## config.mk

```make
export PLATFORM = sky130hd
export DESIGN_NAME = hspm_top
export DESIGN_NICKNAME = d
export VERILOG_FILES = /design/src/pkg/hspm_pkg.sv /design/src/pkg/hspm_if.sv /design/src/hspm_host_dec.sv /design/src/hspm_shifter.sv /design/src/hspm_top.sv
export SDC_FILE = /design/constraint.sdc
export NUM_CORES = 1
export LEC_CHECK = 0
export BUFFER_PORTS_ARGS = -buffer_cell sky130_fd_sc_hd__buf_2
export CORE_MARGIN = 10
export CORE_UTILIZATION = 55
export CTS_CLUSTER_DIAMETER = 60
export DETAILED_ROUTE_END_ITERATION = 16
export HOLD_SLACK_MARGIN = 0.02
export PLACE_DENSITY = 0.76
export SYNTH_ARGS = -nofsm -noshare
export SYNTH_HDL_FRONTEND = slang
export SYNTH_SLANG_ARGS = --single-unit
```

## constraint.sdc

```tcl
create_clock -name clk -period 6.51 [get_ports clk]
set_clock_uncertainty 0.2 [all_clocks]
set_input_delay 1.953 -clock clk [delete_from_list [all_inputs] [get_ports clk]]
set_output_delay 1.953 -clock clk [all_outputs]
set_load 0.005 [all_outputs]
```

## src/pkg/hspm_pkg.sv

```systemverilog
// Constants, register map and types of the host and serial pin multiplexer.
// Assumes a 20 MHz core clock and an APB master with 32-bit data.
// Notes on behaviour
// - Non-multiplexed host mode: pins give address 0-2
// - Multiplexed host mode: strobe and address 8-10
// - Address strobe polarity programmable, active-low at reset
// - Chip select polarity programmable, active-low at reset
// - Host GPIO pins: direction per bit register
// - Serial pins reset to general-purpose inputs
// - Serial GPIO pins: direction per bit register
// - Frame sync: both sides synchronous, transmitter asynchronous
// - Frame sync output driven internally, input taken
// - Bit clock: both sides synchronous, transmitter asynchronous
// - Receive pin shifts in, transmit pin shifts out
// - Stop: pin inputs ignored, outputs tri-stated; rxAltClk and rxAltFs still reach the receiver
package hspm_pkg;
  localparam int ADDR_W = 8;
  localparam int PIN_N = 4;
  localparam int WORD_W = 8;
  localparam int CNT_W = 4;
  localparam int DIV_W = 8;
  // Register byte offsets
  localparam logic [ADDR_W-1:0] OFF_HOST_CTRL = 8'h00;
  localparam logic [ADDR_W-1:0] OFF_HOST_DIR = 8'h04;
  localparam logic [ADDR_W-1:0] OFF_HOST_DATA = 8'h08;
  localparam logic [ADDR_W-1:0] OFF_SER_CTRL = 8'h0C;
  localparam logic [ADDR_W-1:0] OFF_SER_DIR = 8'h10;
  localparam logic [ADDR_W-1:0] OFF_SER_DATA = 8'h14;
  localparam logic [ADDR_W-1:0] OFF_SER_CLKDIV = 8'h18;
  localparam logic [ADDR_W-1:0] OFF_SER_TXDATA = 8'h1C;
  localparam logic [ADDR_W-1:0] OFF_SER_RXDATA = 8'h20;
  localparam logic [ADDR_W-1:0] OFF_STATUS = 8'h24;
  // Host control fields
  localparam int HC_FUNC_EN = 0;
  localparam int HC_MUX_BUS = 1;
  localparam int HC_STRB_HIGH = 2;
  localparam int HC_CS_HIGH = 3;
  // Serial control fields; bits 3:0 select the serial function per pin
  localparam int SC_SYNC = 4;
  localparam int SC_FS_OUT = 5;
  localparam int SC_CLK_OUT = 6;
  // Serial pin order
  localparam int SP_FS = 0;
  localparam int SP_CLK = 1;
  localparam int SP_RX = 2;
  localparam int SP_TX = 3;
  // Status fields
  localparam int ST_RX_FULL = 0;
  localparam int ST_TX_BUSY = 1;
  localparam int ST_STOP = 2;
  localparam int ST_ADDR_LO = 4;
  localparam int ST_ADDR_HI = 8;
  localparam int ST_STRB = 11;
  localparam int ST_CS = 12;
  // Reset values
  localparam logic [3:0] HOST_CTRL_RST = 4'h0;
  localparam logic [6:0] SER_CTRL_RST = 7'h00;
  localparam logic [PIN_N-1:0] DIR_RST = 4'h0;
  localparam logic [PIN_N-1:0] DATA_RST = 4'h0;
  localparam logic [DIV_W-1:0] CLKDIV_RST = 8'h03;
  // External bit clock period in core cycles, and least half period
  localparam int EXT_CLK_MIN_PERIOD_T = 6;
  localparam logic [DIV_W-1:0] MIN_HALF_CYC = DIV_W'(EXT_CLK_MIN_PERIOD_T / 2);
  typedef enum logic [1:0] {TX_IDLE, TX_WAIT, TX_SHIFT} hspm_tx_t;
endpackage

```

## src/pkg/hspm_if.sv

```systemverilog
// Carriers between the pin multiplexer and its host decoder and shifter.
// Assumes the top drives pin levels and configuration, the leaves the rest.
interface hspm_host_if;
  import hspm_pkg::*;
  logic [PIN_N-1:0] pinLevel;
  logic muxBus;
  logic strobeHigh;
  logic csHigh;
  logic [2:0] addrLo;
  logic [2:0] addrHi;
  logic strobe;
  logic chipSel;
  modport cfg (output pinLevel, muxBus, strobeHigh, csHigh,
    input addrLo, addrHi, strobe, chipSel);
  modport dec (input pinLevel, muxBus, strobeHigh, csHigh,
    output addrLo, addrHi, strobe, chipSel);
endinterface

interface hspm_ser_if;
  import hspm_pkg::*;
  logic txClk, txFs, rxClk, rxFs, rxBit, fsIsOut, txLoad;
  logic [WORD_W-1:0] txWord;
  logic txBit, txActive, txBusy, fsGen, rxDone;
  logic [WORD_W-1:0] rxWord;
  modport cfg (output txClk, txFs, rxClk, rxFs, rxBit, fsIsOut, txLoad, txWord,
    input txBit, txActive, txBusy, fsGen, rxDone, rxWord);
  modport shift (input txClk, txFs, rxClk, rxFs, rxBit, fsIsOut, txLoad, txWord,
    output txBit, txActive, txBusy, fsGen, rxDone, rxWord);
endinterface

```

## src/hspm_host_dec.sv

```systemverilog
// Host pin decoder: turns sampled host pin levels into host bus signals.
// Assumes the levels are already registered and held during stop.
module hspm_host_dec
  import hspm_pkg::*;
(
  hspm_host_if.dec host // Pin levels in, decoded signals out
);
  // Polarity applied before use so the host port sees active-high
  always_comb
  begin
    host.addrLo = 3'h0;
    host.addrHi = 3'h0;
    host.strobe = 1'b0;
    host.chipSel = 1'b0;
    if (host.muxBus)
    begin
      host.strobe = host.pinLevel[0] ~^ host.strobeHigh;
      host.addrHi = host.pinLevel[3:1];
    end
    else
    begin
      host.addrLo = host.pinLevel[2:0];
      host.chipSel = host.pinLevel[3] ~^ host.csHigh;
    end
  end
endmodule // hspm_host_dec

```

## src/hspm_shifter.sv

```systemverilog
// Serial shifter: receive and transmit shift registers on the bit clock.
// Assumes clock and frame levels are sampled on the core clock.
module hspm_shifter
  import hspm_pkg::*;
(
  input wire logic clk, // Core clock
  input wire logic srst, // Synchronous reset
  hspm_ser_if.shift ser // Levels in, words and pin data out
);
  logic txClkPrev_ff;
  logic rxClkPrev_ff;
  logic txFall;
  logic rxRise;
  hspm_tx_t txState_ff;
  logic [WORD_W-1:0] txShift_ff;
  logic [CNT_W-1:0] txCnt_ff;
  logic [WORD_W-1:0] rxShift_ff;
  logic [CNT_W-1:0] rxCnt_ff;
  logic rxBusy_ff;
  logic rxDone_ff;
  logic [WORD_W-1:0] rxWord_ff;

  // Edge detect; a half period of three cycles keeps edges visible
  always_ff @(posedge clk)
  begin
    if (srst)
    begin
      txClkPrev_ff <= 1'b0;
      rxClkPrev_ff <= 1'b0;
    end
    else
    begin
      txClkPrev_ff <= ser.txClk;
      rxClkPrev_ff <= ser.rxClk;
    end
  end
  assign txFall = txClkPrev_ff & ~ser.txClk;
  assign rxRise = ser.rxClk & ~rxClkPrev_ff;

  // Transmitter: data changes on falling bit clock edges
  always_ff @(posedge clk)
  begin
    if (srst)
    begin
      txState_ff <= TX_IDLE;
      txShift_ff <= '0;
      txCnt_ff <= '0;
    end
    else
    begin
      unique case (txState_ff)
        TX_IDLE:
          if (ser.txLoad)
          begin
            txShift_ff <= ser.txWord;
            txState_ff <= TX_WAIT;
          end
        TX_WAIT:
          if (txFall && (ser.fsIsOut || ser.txFs))
          begin
            txCnt_ff <= '0;
            txState_ff <= TX_SHIFT;
          end
        TX_SHIFT:
          if (txFall)
          begin
            if (txCnt_ff == CNT_W'(WORD_W - 1))
              txState_ff <= TX_IDLE;
            else
            begin
              txShift_ff <= {txShift_ff[WORD_W-2:0], 1'b0};
              txCnt_ff <= txCnt_ff + 1'b1;
            end
          end
      endcase
    end
  end
  assign ser.txActive = (txState_ff == TX_SHIFT);
  assign ser.txBusy = (txState_ff != TX_IDLE);
  assign ser.txBit = txShift_ff[WORD_W-1];
  // Internal frame sync marks the first bit of each word
  assign ser.fsGen = (txState_ff == TX_SHIFT) && (txCnt_ff == '0);

  // Receiver: samples on rising edges, word starts on frame sync
  always_ff @(posedge clk)
  begin
    if (srst)
    begin
      rxShift_ff <= '0;
      rxCnt_ff <= '0;
      rxBusy_ff <= 1'b0;
      rxDone_ff <= 1'b0;
      rxWord_ff <= '0;
    end
    else
    begin
      rxDone_ff <= 1'b0;
      if (rxRise && (rxBusy_ff || ser.rxFs))
      begin
        rxShift_ff <= {rxShift_ff[WORD_W-2:0], ser.rxBit};
        if (rxBusy_ff && rxCnt_ff == CNT_W'(WORD_W - 1))
        begin
          rxWord_ff <= {rxShift_ff[WORD_W-2:0], ser.rxBit};
          rxDone_ff <= 1'b1;
          rxBusy_ff <= 1'b0;
        end
        else
        begin
          rxBusy_ff <= 1'b1;
          rxCnt_ff <= rxBusy_ff ? rxCnt_ff + 1'b1 : CNT_W'(1);
        end
      end
    end
  end
  assign ser.rxDone = rxDone_ff;
  assign ser.rxWord = rxWord_ff;
endmodule // hspm_shifter

```

## src/hspm_top.sv

```systemverilog
// Host and serial pin multiplexer with an APB register slave.
// Assumes pin inputs synchronous to clk and one pad cell per pin outside.
//
// Added by the designer: the placing of the registers and the APB slave port.
module hspm_top
  import hspm_pkg::*;
(
  input wire logic clk, // Core clock, 20 MHz
  input wire logic srst, // Synchronous reset, active high
  input wire logic psel, // APB select
  input wire logic penable, // APB enable
  input wire logic pwrite, // APB direction
  input wire logic [ADDR_W-1:0] paddr, // APB byte address
  input wire logic [31:0] pwdata, // APB write data
  output logic [31:0] prdata, // APB read data
  output logic pready, // APB ready
  output logic pslverr, // APB error on unmapped address
  input wire logic stopReq, // Core in stop state
  input wire logic rxAltClk, // Receiver clock for asynchronous mode
  input wire logic rxAltFs, // Receiver frame sync for asynchronous mode
  input wire logic [PIN_N-1:0] hostPinIn, // Host pin levels
  output logic [PIN_N-1:0] hostPinOut, // Host pin drive values
  output logic [PIN_N-1:0] hostPinOe, // Host pin enables
  input wire logic [PIN_N-1:0] serPinIn, // Serial pin levels
  output logic [PIN_N-1:0] serPinOut, // Serial pin drive values
  output logic [PIN_N-1:0] serPinOe, // Serial pin enables
  output logic [2:0] hostAddrLo, // Host address 2:0
  output logic [2:0] hostAddrHi, // Host address 10:8
  output logic hostStrobe, // Address strobe, active high
  output logic hostChipSel // Chip select, active high
);
  logic pready_ff;
  logic pslverr_ff;
  logic [31:0] prdata_ff;
  logic [3:0] hostCtrl_ff;
  logic [PIN_N-1:0] hostDir_ff;
  logic [PIN_N-1:0] hostData_ff;
  logic [6:0] serCtrl_ff;
  logic [PIN_N-1:0] serDir_ff;
  logic [PIN_N-1:0] serData_ff;
  logic [DIV_W-1:0] clkDiv_ff;
  logic [WORD_W-1:0] txWord_ff;
  logic txLoad_ff;
  logic rxFull_ff;
  logic [PIN_N-1:0] hostIn_ff;
  logic [PIN_N-1:0] serIn_ff;
  logic [DIV_W-1:0] divCnt_ff;
  logic genClk_ff;
  logic [PIN_N-1:0] hostPinOut_ff;
  logic [PIN_N-1:0] hostPinOe_ff;
  logic [PIN_N-1:0] serPinOut_ff;
  logic [PIN_N-1:0] serPinOe_ff;
  logic [2:0] hostAddrLo_ff;
  logic [2:0] hostAddrHi_ff;
  logic hostStrobe_ff;
  logic hostChipSel_ff;
  logic apbSetup;
  logic wrEn;
  logic rdEn;
  logic [PIN_N-1:0] serFunc;
  logic [PIN_N-1:0] serFnOut;
  logic [PIN_N-1:0] serFnOe;
  logic [DIV_W-1:0] halfCyc;
  logic clkGenOn;
  logic txClkPin;
  logic fsPin;

  hspm_host_if host ();
  hspm_ser_if ser ();

  // True when an access addresses the given register
  function automatic logic hit(input logic [ADDR_W-1:0] a, input logic [ADDR_W-1:0] off);
    hit = (a == off);
  endfunction

  // Read view of every register; zero above the used bits
  function automatic logic [31:0] readWord(input logic [ADDR_W-1:0] a);
    readWord = 32'h0000_0000;
    if (hit(a, OFF_HOST_CTRL)) readWord[3:0] = hostCtrl_ff;
    if (hit(a, OFF_HOST_DIR)) readWord[PIN_N-1:0] = hostDir_ff;
    if (hit(a, OFF_HOST_DATA)) readWord[PIN_N-1:0] = hostIn_ff;
    if (hit(a, OFF_SER_CTRL)) readWord[6:0] = serCtrl_ff;
    if (hit(a, OFF_SER_DIR)) readWord[PIN_N-1:0] = serDir_ff;
    if (hit(a, OFF_SER_DATA)) readWord[PIN_N-1:0] = serIn_ff;
    if (hit(a, OFF_SER_CLKDIV)) readWord[DIV_W-1:0] = clkDiv_ff;
    if (hit(a, OFF_SER_TXDATA)) readWord[WORD_W-1:0] = txWord_ff;
    if (hit(a, OFF_SER_RXDATA)) readWord[WORD_W-1:0] = ser.rxWord;
    if (hit(a, OFF_STATUS))
    begin
      readWord[ST_RX_FULL] = rxFull_ff;
      readWord[ST_TX_BUSY] = ser.txBusy;
      readWord[ST_STOP] = stopReq;
      readWord[ST_ADDR_LO +: 3] = hostAddrLo_ff;
      readWord[ST_ADDR_HI +: 3] = hostAddrHi_ff;
      readWord[ST_STRB] = hostStrobe_ff;
      readWord[ST_CS] = hostChipSel_ff;
    end
  endfunction

  // Any printed register offset
  function automatic logic mapped(input logic [ADDR_W-1:0] a);
    mapped = hit(a, OFF_HOST_CTRL) | hit(a, OFF_HOST_DIR) | hit(a, OFF_HOST_DATA) |
      hit(a, OFF_SER_CTRL) | hit(a, OFF_SER_DIR) | hit(a, OFF_SER_DATA) |
      hit(a, OFF_SER_CLKDIV) | hit(a, OFF_SER_TXDATA) | hit(a, OFF_SER_RXDATA) |
      hit(a, OFF_STATUS);
  endfunction

  // One wait state: data and error settle with ready
  assign apbSetup = psel & penable & ~pready_ff;
  assign wrEn = psel & penable & pready_ff & pwrite;
  assign rdEn = psel & penable & pready_ff & ~pwrite;

  always_ff @(posedge clk)
  begin
    if (srst)
    begin
      pready_ff <= 1'b0;
      pslverr_ff <= 1'b0;
      prdata_ff <= 32'h0000_0000;
    end
    else
    begin
      pready_ff <= apbSetup;
      pslverr_ff <= apbSetup & ~mapped(paddr);
      if (apbSetup && !pwrite)
        prdata_ff <= readWord(paddr);
    end
  end

  // Host configuration; polarity bits clear means active low
  always_ff @(posedge clk)
  begin
    if (srst)
    begin
      hostCtrl_ff <= HOST_CTRL_RST;
      hostDir_ff <= DIR_RST;
      hostData_ff <= DATA_RST;
    end
    else if (wrEn)
    begin
      if (hit(paddr, OFF_HOST_CTRL)) hostCtrl_ff <= pwdata[3:0];
      if (hit(paddr, OFF_HOST_DIR)) hostDir_ff <= pwdata[PIN_N-1:0];
      if (hit(paddr, OFF_HOST_DATA)) hostData_ff <= pwdata[PIN_N-1:0];
    end
  end

  // Serial configuration; reset leaves every pin a GPIO input
  always_ff @(posedge clk)
  begin
    if (srst)
    begin
      serCtrl_ff <= SER_CTRL_RST;
      serDir_ff <= DIR_RST;
      serData_ff <= DATA_RST;
      clkDiv_ff <= CLKDIV_RST;
    end
    else if (wrEn)
    begin
      if (hit(paddr, OFF_SER_CTRL)) serCtrl_ff <= pwdata[6:0];
      if (hit(paddr, OFF_SER_DIR)) serDir_ff <= pwdata[PIN_N-1:0];
      if (hit(paddr, OFF_SER_DATA)) serData_ff <= pwdata[PIN_N-1:0];
      if (hit(paddr, OFF_SER_CLKDIV)) clkDiv_ff <= pwdata[DIV_W-1:0];
    end
  end

  // Transmit word; a write while busy is dropped, not queued
  always_ff @(posedge clk)
  begin
    if (srst)
    begin
      txWord_ff <= '0;
      txLoad_ff <= 1'b0;
    end
    else
    begin
      txLoad_ff <= 1'b0;
      if (wrEn && hit(paddr, OFF_SER_TXDATA) && !ser.txBusy && !txLoad_ff)
      begin
        txWord_ff <= pwdata[WORD_W-1:0];
        txLoad_ff <= 1'b1;
      end
    end
  end

  // Receive full flag; a new word wins over the clearing read
  always_ff @(posedge clk)
  begin
    if (srst)
      rxFull_ff <= 1'b0;
    else if (ser.rxDone)
      rxFull_ff <= 1'b1;
    else if (rdEn && hit(paddr, OFF_SER_RXDATA))
      rxFull_ff <= 1'b0;
  end

  // Pin sampling; frozen in stop so inputs are ignored
  always_ff @(posedge clk)
  begin
    if (srst)
    begin
      hostIn_ff <= '0;
      serIn_ff <= '0;
    end
    else if (!stopReq)
    begin
      hostIn_ff <= hostPinIn;
      serIn_ff <= serPinIn;
    end
  end

  // Internal bit clock; half period never below the core minimum
  assign halfCyc = (clkDiv_ff < MIN_HALF_CYC) ? MIN_HALF_CYC : clkDiv_ff;
  assign clkGenOn = serFunc[SP_CLK] & serCtrl_ff[SC_CLK_OUT] & ~stopReq;

  always_ff @(posedge clk)
  begin
    if (srst || !clkGenOn)
    begin
      divCnt_ff <= '0;
      genClk_ff <= 1'b0;
    end
    else if (divCnt_ff >= halfCyc - 1'b1)
    begin
      divCnt_ff <= '0;
      genClk_ff <= ~genClk_ff;
    end
    else
      divCnt_ff <= divCnt_ff + 1'b1;
  end

  // Serial clock and frame routing between pins and shifter
  assign serFunc = serCtrl_ff[PIN_N-1:0];
  assign fsPin = serFunc[SP_FS] & serIn_ff[SP_FS];
  assign txClkPin = serCtrl_ff[SC_CLK_OUT] ? genClk_ff
    : (serFunc[SP_CLK] & serIn_ff[SP_CLK]);
  assign ser.txClk = txClkPin;
  assign ser.txFs = fsPin;
  assign ser.fsIsOut = serCtrl_ff[SC_FS_OUT];
  assign ser.rxClk = serCtrl_ff[SC_SYNC] ? txClkPin : rxAltClk;
  assign ser.rxFs = serCtrl_ff[SC_SYNC]
    ? (serCtrl_ff[SC_FS_OUT] ? ser.fsGen : fsPin) : rxAltFs;
  assign ser.rxBit = serFunc[SP_RX] & serIn_ff[SP_RX];
  assign ser.txLoad = txLoad_ff;
  assign ser.txWord = txWord_ff;

  hspm_shifter u_shifter (
    .clk (clk),
    .srst (srst),
    .ser (ser)
  );

  // Serial function drive per pin
  assign serFnOut[SP_FS] = ser.fsGen;
  assign serFnOe[SP_FS] = serCtrl_ff[SC_FS_OUT];
  assign serFnOut[SP_CLK] = genClk_ff;
  assign serFnOe[SP_CLK] = serCtrl_ff[SC_CLK_OUT];
  assign serFnOut[SP_RX] = 1'b0;
  assign serFnOe[SP_RX] = 1'b0;
  assign serFnOut[SP_TX] = ser.txBit;
  assign serFnOe[SP_TX] = ser.txActive;

  // Pad registers; stop tri-states every pin
  genvar gi;
  generate
    for (gi = 0; gi < PIN_N; gi++)
    begin : g_pin
      always_ff @(posedge clk)
      begin
        if (srst)
        begin
          hostPinOut_ff[gi] <= 1'b0;
          hostPinOe_ff[gi] <= 1'b0;
          serPinOut_ff[gi] <= 1'b0;
          serPinOe_ff[gi] <= 1'b0;
        end
        else
        begin
          // Host function pins are inputs only and ignore data
          hostPinOut_ff[gi] <= hostCtrl_ff[HC_FUNC_EN] ? 1'b0 : hostData_ff[gi];
          hostPinOe_ff[gi] <= ~stopReq & ~hostCtrl_ff[HC_FUNC_EN] & hostDir_ff[gi];
          serPinOut_ff[gi] <= serFunc[gi] ? serFnOut[gi] : serData_ff[gi];
          serPinOe_ff[gi] <= ~stopReq & (serFunc[gi] ? serFnOe[gi] : serDir_ff[gi]);
        end
      end
    end
  endgenerate

  // Host decoder always sees the pins; its outputs are registered only when the host function owns them
  assign host.pinLevel = hostIn_ff;
  assign host.muxBus = hostCtrl_ff[HC_MUX_BUS];
  assign host.strobeHigh = hostCtrl_ff[HC_STRB_HIGH];
  assign host.csHigh = hostCtrl_ff[HC_CS_HIGH];

  hspm_host_dec u_host_dec (
    .host (host)
  );

  always_ff @(posedge clk)
  begin
    if (srst || !hostCtrl_ff[HC_FUNC_EN])
    begin
      hostAddrLo_ff <= 3'h0;
      hostAddrHi_ff <= 3'h0;
      hostStrobe_ff <= 1'b0;
      hostChipSel_ff <= 1'b0;
    end
    else
    begin
      hostAddrLo_ff <= host.addrLo;
      hostAddrHi_ff <= host.addrHi;
      hostStrobe_ff <= host.strobe;
      hostChipSel_ff <= host.chipSel;
    end
  end

  assign prdata = prdata_ff;
  assign pready = pready_ff;
  assign pslverr = pslverr_ff;
  assign hostPinOut = hostPinOut_ff;
  assign hostPinOe = hostPinOe_ff;
  assign serPinOut = serPinOut_ff;
  assign serPinOe = serPinOe_ff;
  assign hostAddrLo = hostAddrLo_ff;
  assign hostAddrHi = hostAddrHi_ff;
  assign hostStrobe = hostStrobe_ff;
  assign hostChipSel = hostChipSel_ff;
endmodule // hspm_top

```

==> out/results.txt <==
Setup Buffers After CTS - 0
RD Place Congestion - 0.8679
setup TNS - 0 ns
post-synthesis register bit count - 138
Gate Count Post-Synth - 660
area grow syn2layout - 15.76%
Post-synth EDFFs - 0
sequential-to-total area share from yosys stat - 44.39%
top-count cell post-synth - dfxtp_1
maxcap violations - 0
Clock Tree Buf Depth - 2
Flop pwr share - 43.1%
io pins - 114
Internal - 1.593 mW
fin crit period - 3.812 ns
status - complete, no violations
leakage power - 2.827 nW
fmax - 0.2624 GHz
Clock power frac - 50.0%
RSZ-0062 raised after global routing - false
Crit Path Max Fanout - 11
vias per inst - 5.683
worst endpoint data arrival time - 3.90 ns
post-synth top area share - 44.39%
met3 WL - 969 um
fin nets - 791
Synth Cell Area - 6223 um^2
final setup fails - 0
Ant. Diodes - 0
first drt pass iteration count - 5
hpwl dp - 10830 um
CTS Buf Count - 17
Worst-Margin Slew - 1.070 ns
WL/cell - 17.18 um
met2 wire length - 7328 um
Sw Ratio - 22.64%
total grt overflow - 0
row cnt - 38
Setup crit end kind - flip-flop
Tot GR Track Use - 18.61%
routed via count - 4950
Synth area leaders - dfxtp_1, mux2i_1, nor2_1, ha_1, buf_4
core area - 10940 um^2
non-filler cells, final - 871
first-pass GRT wire length - 24540 um
Yosys warnings - 0
Initial DRC Count - 422
I/O Buffers - 70
Max Slew Vio Count - 0
period utilization - 58.55%
post-cts sizing count - 0
Post-synth ARST share - 0%
Starting Density - 56.91%
CP required - 6.60 ns
Reg clk slew, reported paths - 0.06 ns
vias in the first global route - 4882
Final ANT Viol Nets - 0
final hold viol count - 0
clock root buffer - clkbuf_16
Distinct cells, synth - 65
die area - 15970 um^2
Clock Latency Late Sink - 0.42 ns
Max VDD drop - 0.1910 mV
top sig layer - met4
top cell type by total area after synthesis - dfxtp_1
Syn Area/Cell - 9.429 um^2
Worst Hold Class - reg -> reg
CP Launch Type - primary input
combinational share of power - 6.9%
CTS Hold Buffers Added - 0
DR DRC count - 0
CTS tree - done
largest net degree at the start of global routing - 74
Slew Limit Headroom - 27.67%
Synth Flop Type - dfxtp_1
Commonest cells post-synth - dfxtp_1, nor2_1, mux2i_1
P_sw - 466.2 uW
Routed WL - 14970 um
placed cells - 839
CTS sink count - 138
FF-to-FF setup slack - 2.98 ns
layout cells sized above 1 - 17.10%
WL met1 - 6348 um
Setup CP Type - in -> reg
Pwr per Cell Area - 285.8 nW/um^2
H-tree depth - 4
Die H - 126.4 um
initial antenna violation count - 0
die width - 126.4 um
-- cell type report --
class                      count  area, um^2
fill                         864        3731
multi-input combinational    479        3223
sequential                   138        2763
clock buffer                  21       470.5
timing repair buffer          72       367.9
tap                          140       175.2
clock inverter                11       167.7
inverter                      10       37.54
-- path summary, 6_finish.rpt --
kind	endpoint	startpoint	cells after the start
setup / recovery	ser.txWord[2]	paddr[7]	7
hold / removal	rxFull_ff	u_shifter.ser.rxDone	2
setup reg to reg	divCnt_ff[2]	clkDiv_ff[2]	14
hold reg to reg	rxFull_ff	u_shifter.ser.rxDone	2
-- logic make-up after synthesis --
| logic type | count (synthesis) | share of synthesized area (%) |
|---|---|---|
| other cells | 1 | 0.06026 |
| xor+xnor | 13 | 1.830 |
| simple gates | 248 | 20.27 |
| fa+ha+maj | 17 | 3.418 |
| buf+inv | 61 | 4.906 |
| mux | 91 | 15.10 |
| flops | 138 | 44.39 |
| compound gates | 91 | 10.03 |
-- metrics by stage --
step / hold WS, ns / worst slack, ns / area [um^2] / util [%] / power (mW)
after floorplan: 0.2130 / 2.816 / 6291 / - / 1.013
after global placement: 0.2259 / 2.341 / 6566 / 60.05 / 1.037
after detailed placement: 0.2333 / 2.331 / 6566 / 60.05 / 1.045
after CTS: 0.2485 / 2.749 / 7204 / 65.88 / 2.069
after global routing: 0.2789 / 2.451 / 7204 / 65.88 / 2.127
final: 0.2404 / 2.698 / 7204 / 65.88 / 2.059
-- placed cells by master (no fill, tap or decap), types with 5 or more instances in the layout --
cell type	instances
a211oi_1	15
a21oi_1	18
a22oi_1	5
and2_1	18
and3_1	9
buf_2	69
clkbuf_16	17
conb_1	19
dfxtp_1	138
ha_1	17
inv_1	10
mux2i_1	86
nand2_1	15
nand2b_1	5
nand3_1	14
nand3b_1	5
nand4_1	5
nor2_1	125
nor2b_1	12
nor3_1	7
o21ai_0	14
o22ai_1	9
or3_1	5
xnor2_1	8
xor2_1	5
-- worst max-delay path: stages --
cell,delay [ns]
buf_2,0.12
nor4b_1,0.39
buf_4,0.24
nand3_2,0.26
nor3_4,0.59
mux2i_1,0.27
nor2_1,0.06
-- sequential cells by signal (all words and copies together), names as in the netlist, 2 cells and up --
signal                cells
u_shifter.txCnt_ff        4
u_shifter.txState_ff      2
hostPinOe                 4
serDir_ff                 4
serPinOut                 4
divCnt_ff                 8
u_shifter.ser.rxWord      8
hostAddrHi                3
serPinOe                  4
hostPinOut                4
hostCtrl_ff               4
serCtrl_ff                7
clkDiv_ff                 8
hostDir_ff                4
ser.txWord                8
u_shifter.txShift_ff      8
hostAddrLo                3
serData_ff                4
u_shifter.rxShift_ff      7
prdata                   13
u_shifter.rxCnt_ff        4
serIn_ff                  4
hostData_ff               4
host.pinLevel             4
-- routing by layer --
| metal | up-vias | GRT usage, % |
|---|---|---|
| met3 | 29 | 5.289 |
| met4 | 0 | 8.372 |
| met1 | 2369 | 22.25 |
| met2 | 148 | 30.44 |
| met5 | - | 0 |
| li1 | 2404 | - |
-- power groups by stage --
stage               clock network [mW]  registers (mW)  logic, mW
finish                            1.03           0.888      0.142
global route                      1.08           0.891      0.155
CTS                               1.04           0.887      0.141
detailed placement                   0           0.905      0.140
global placement                     0           0.904      0.133
floorplan                            0           0.900      0.113
Note: power is estimated with default switching activity, not from simulation.
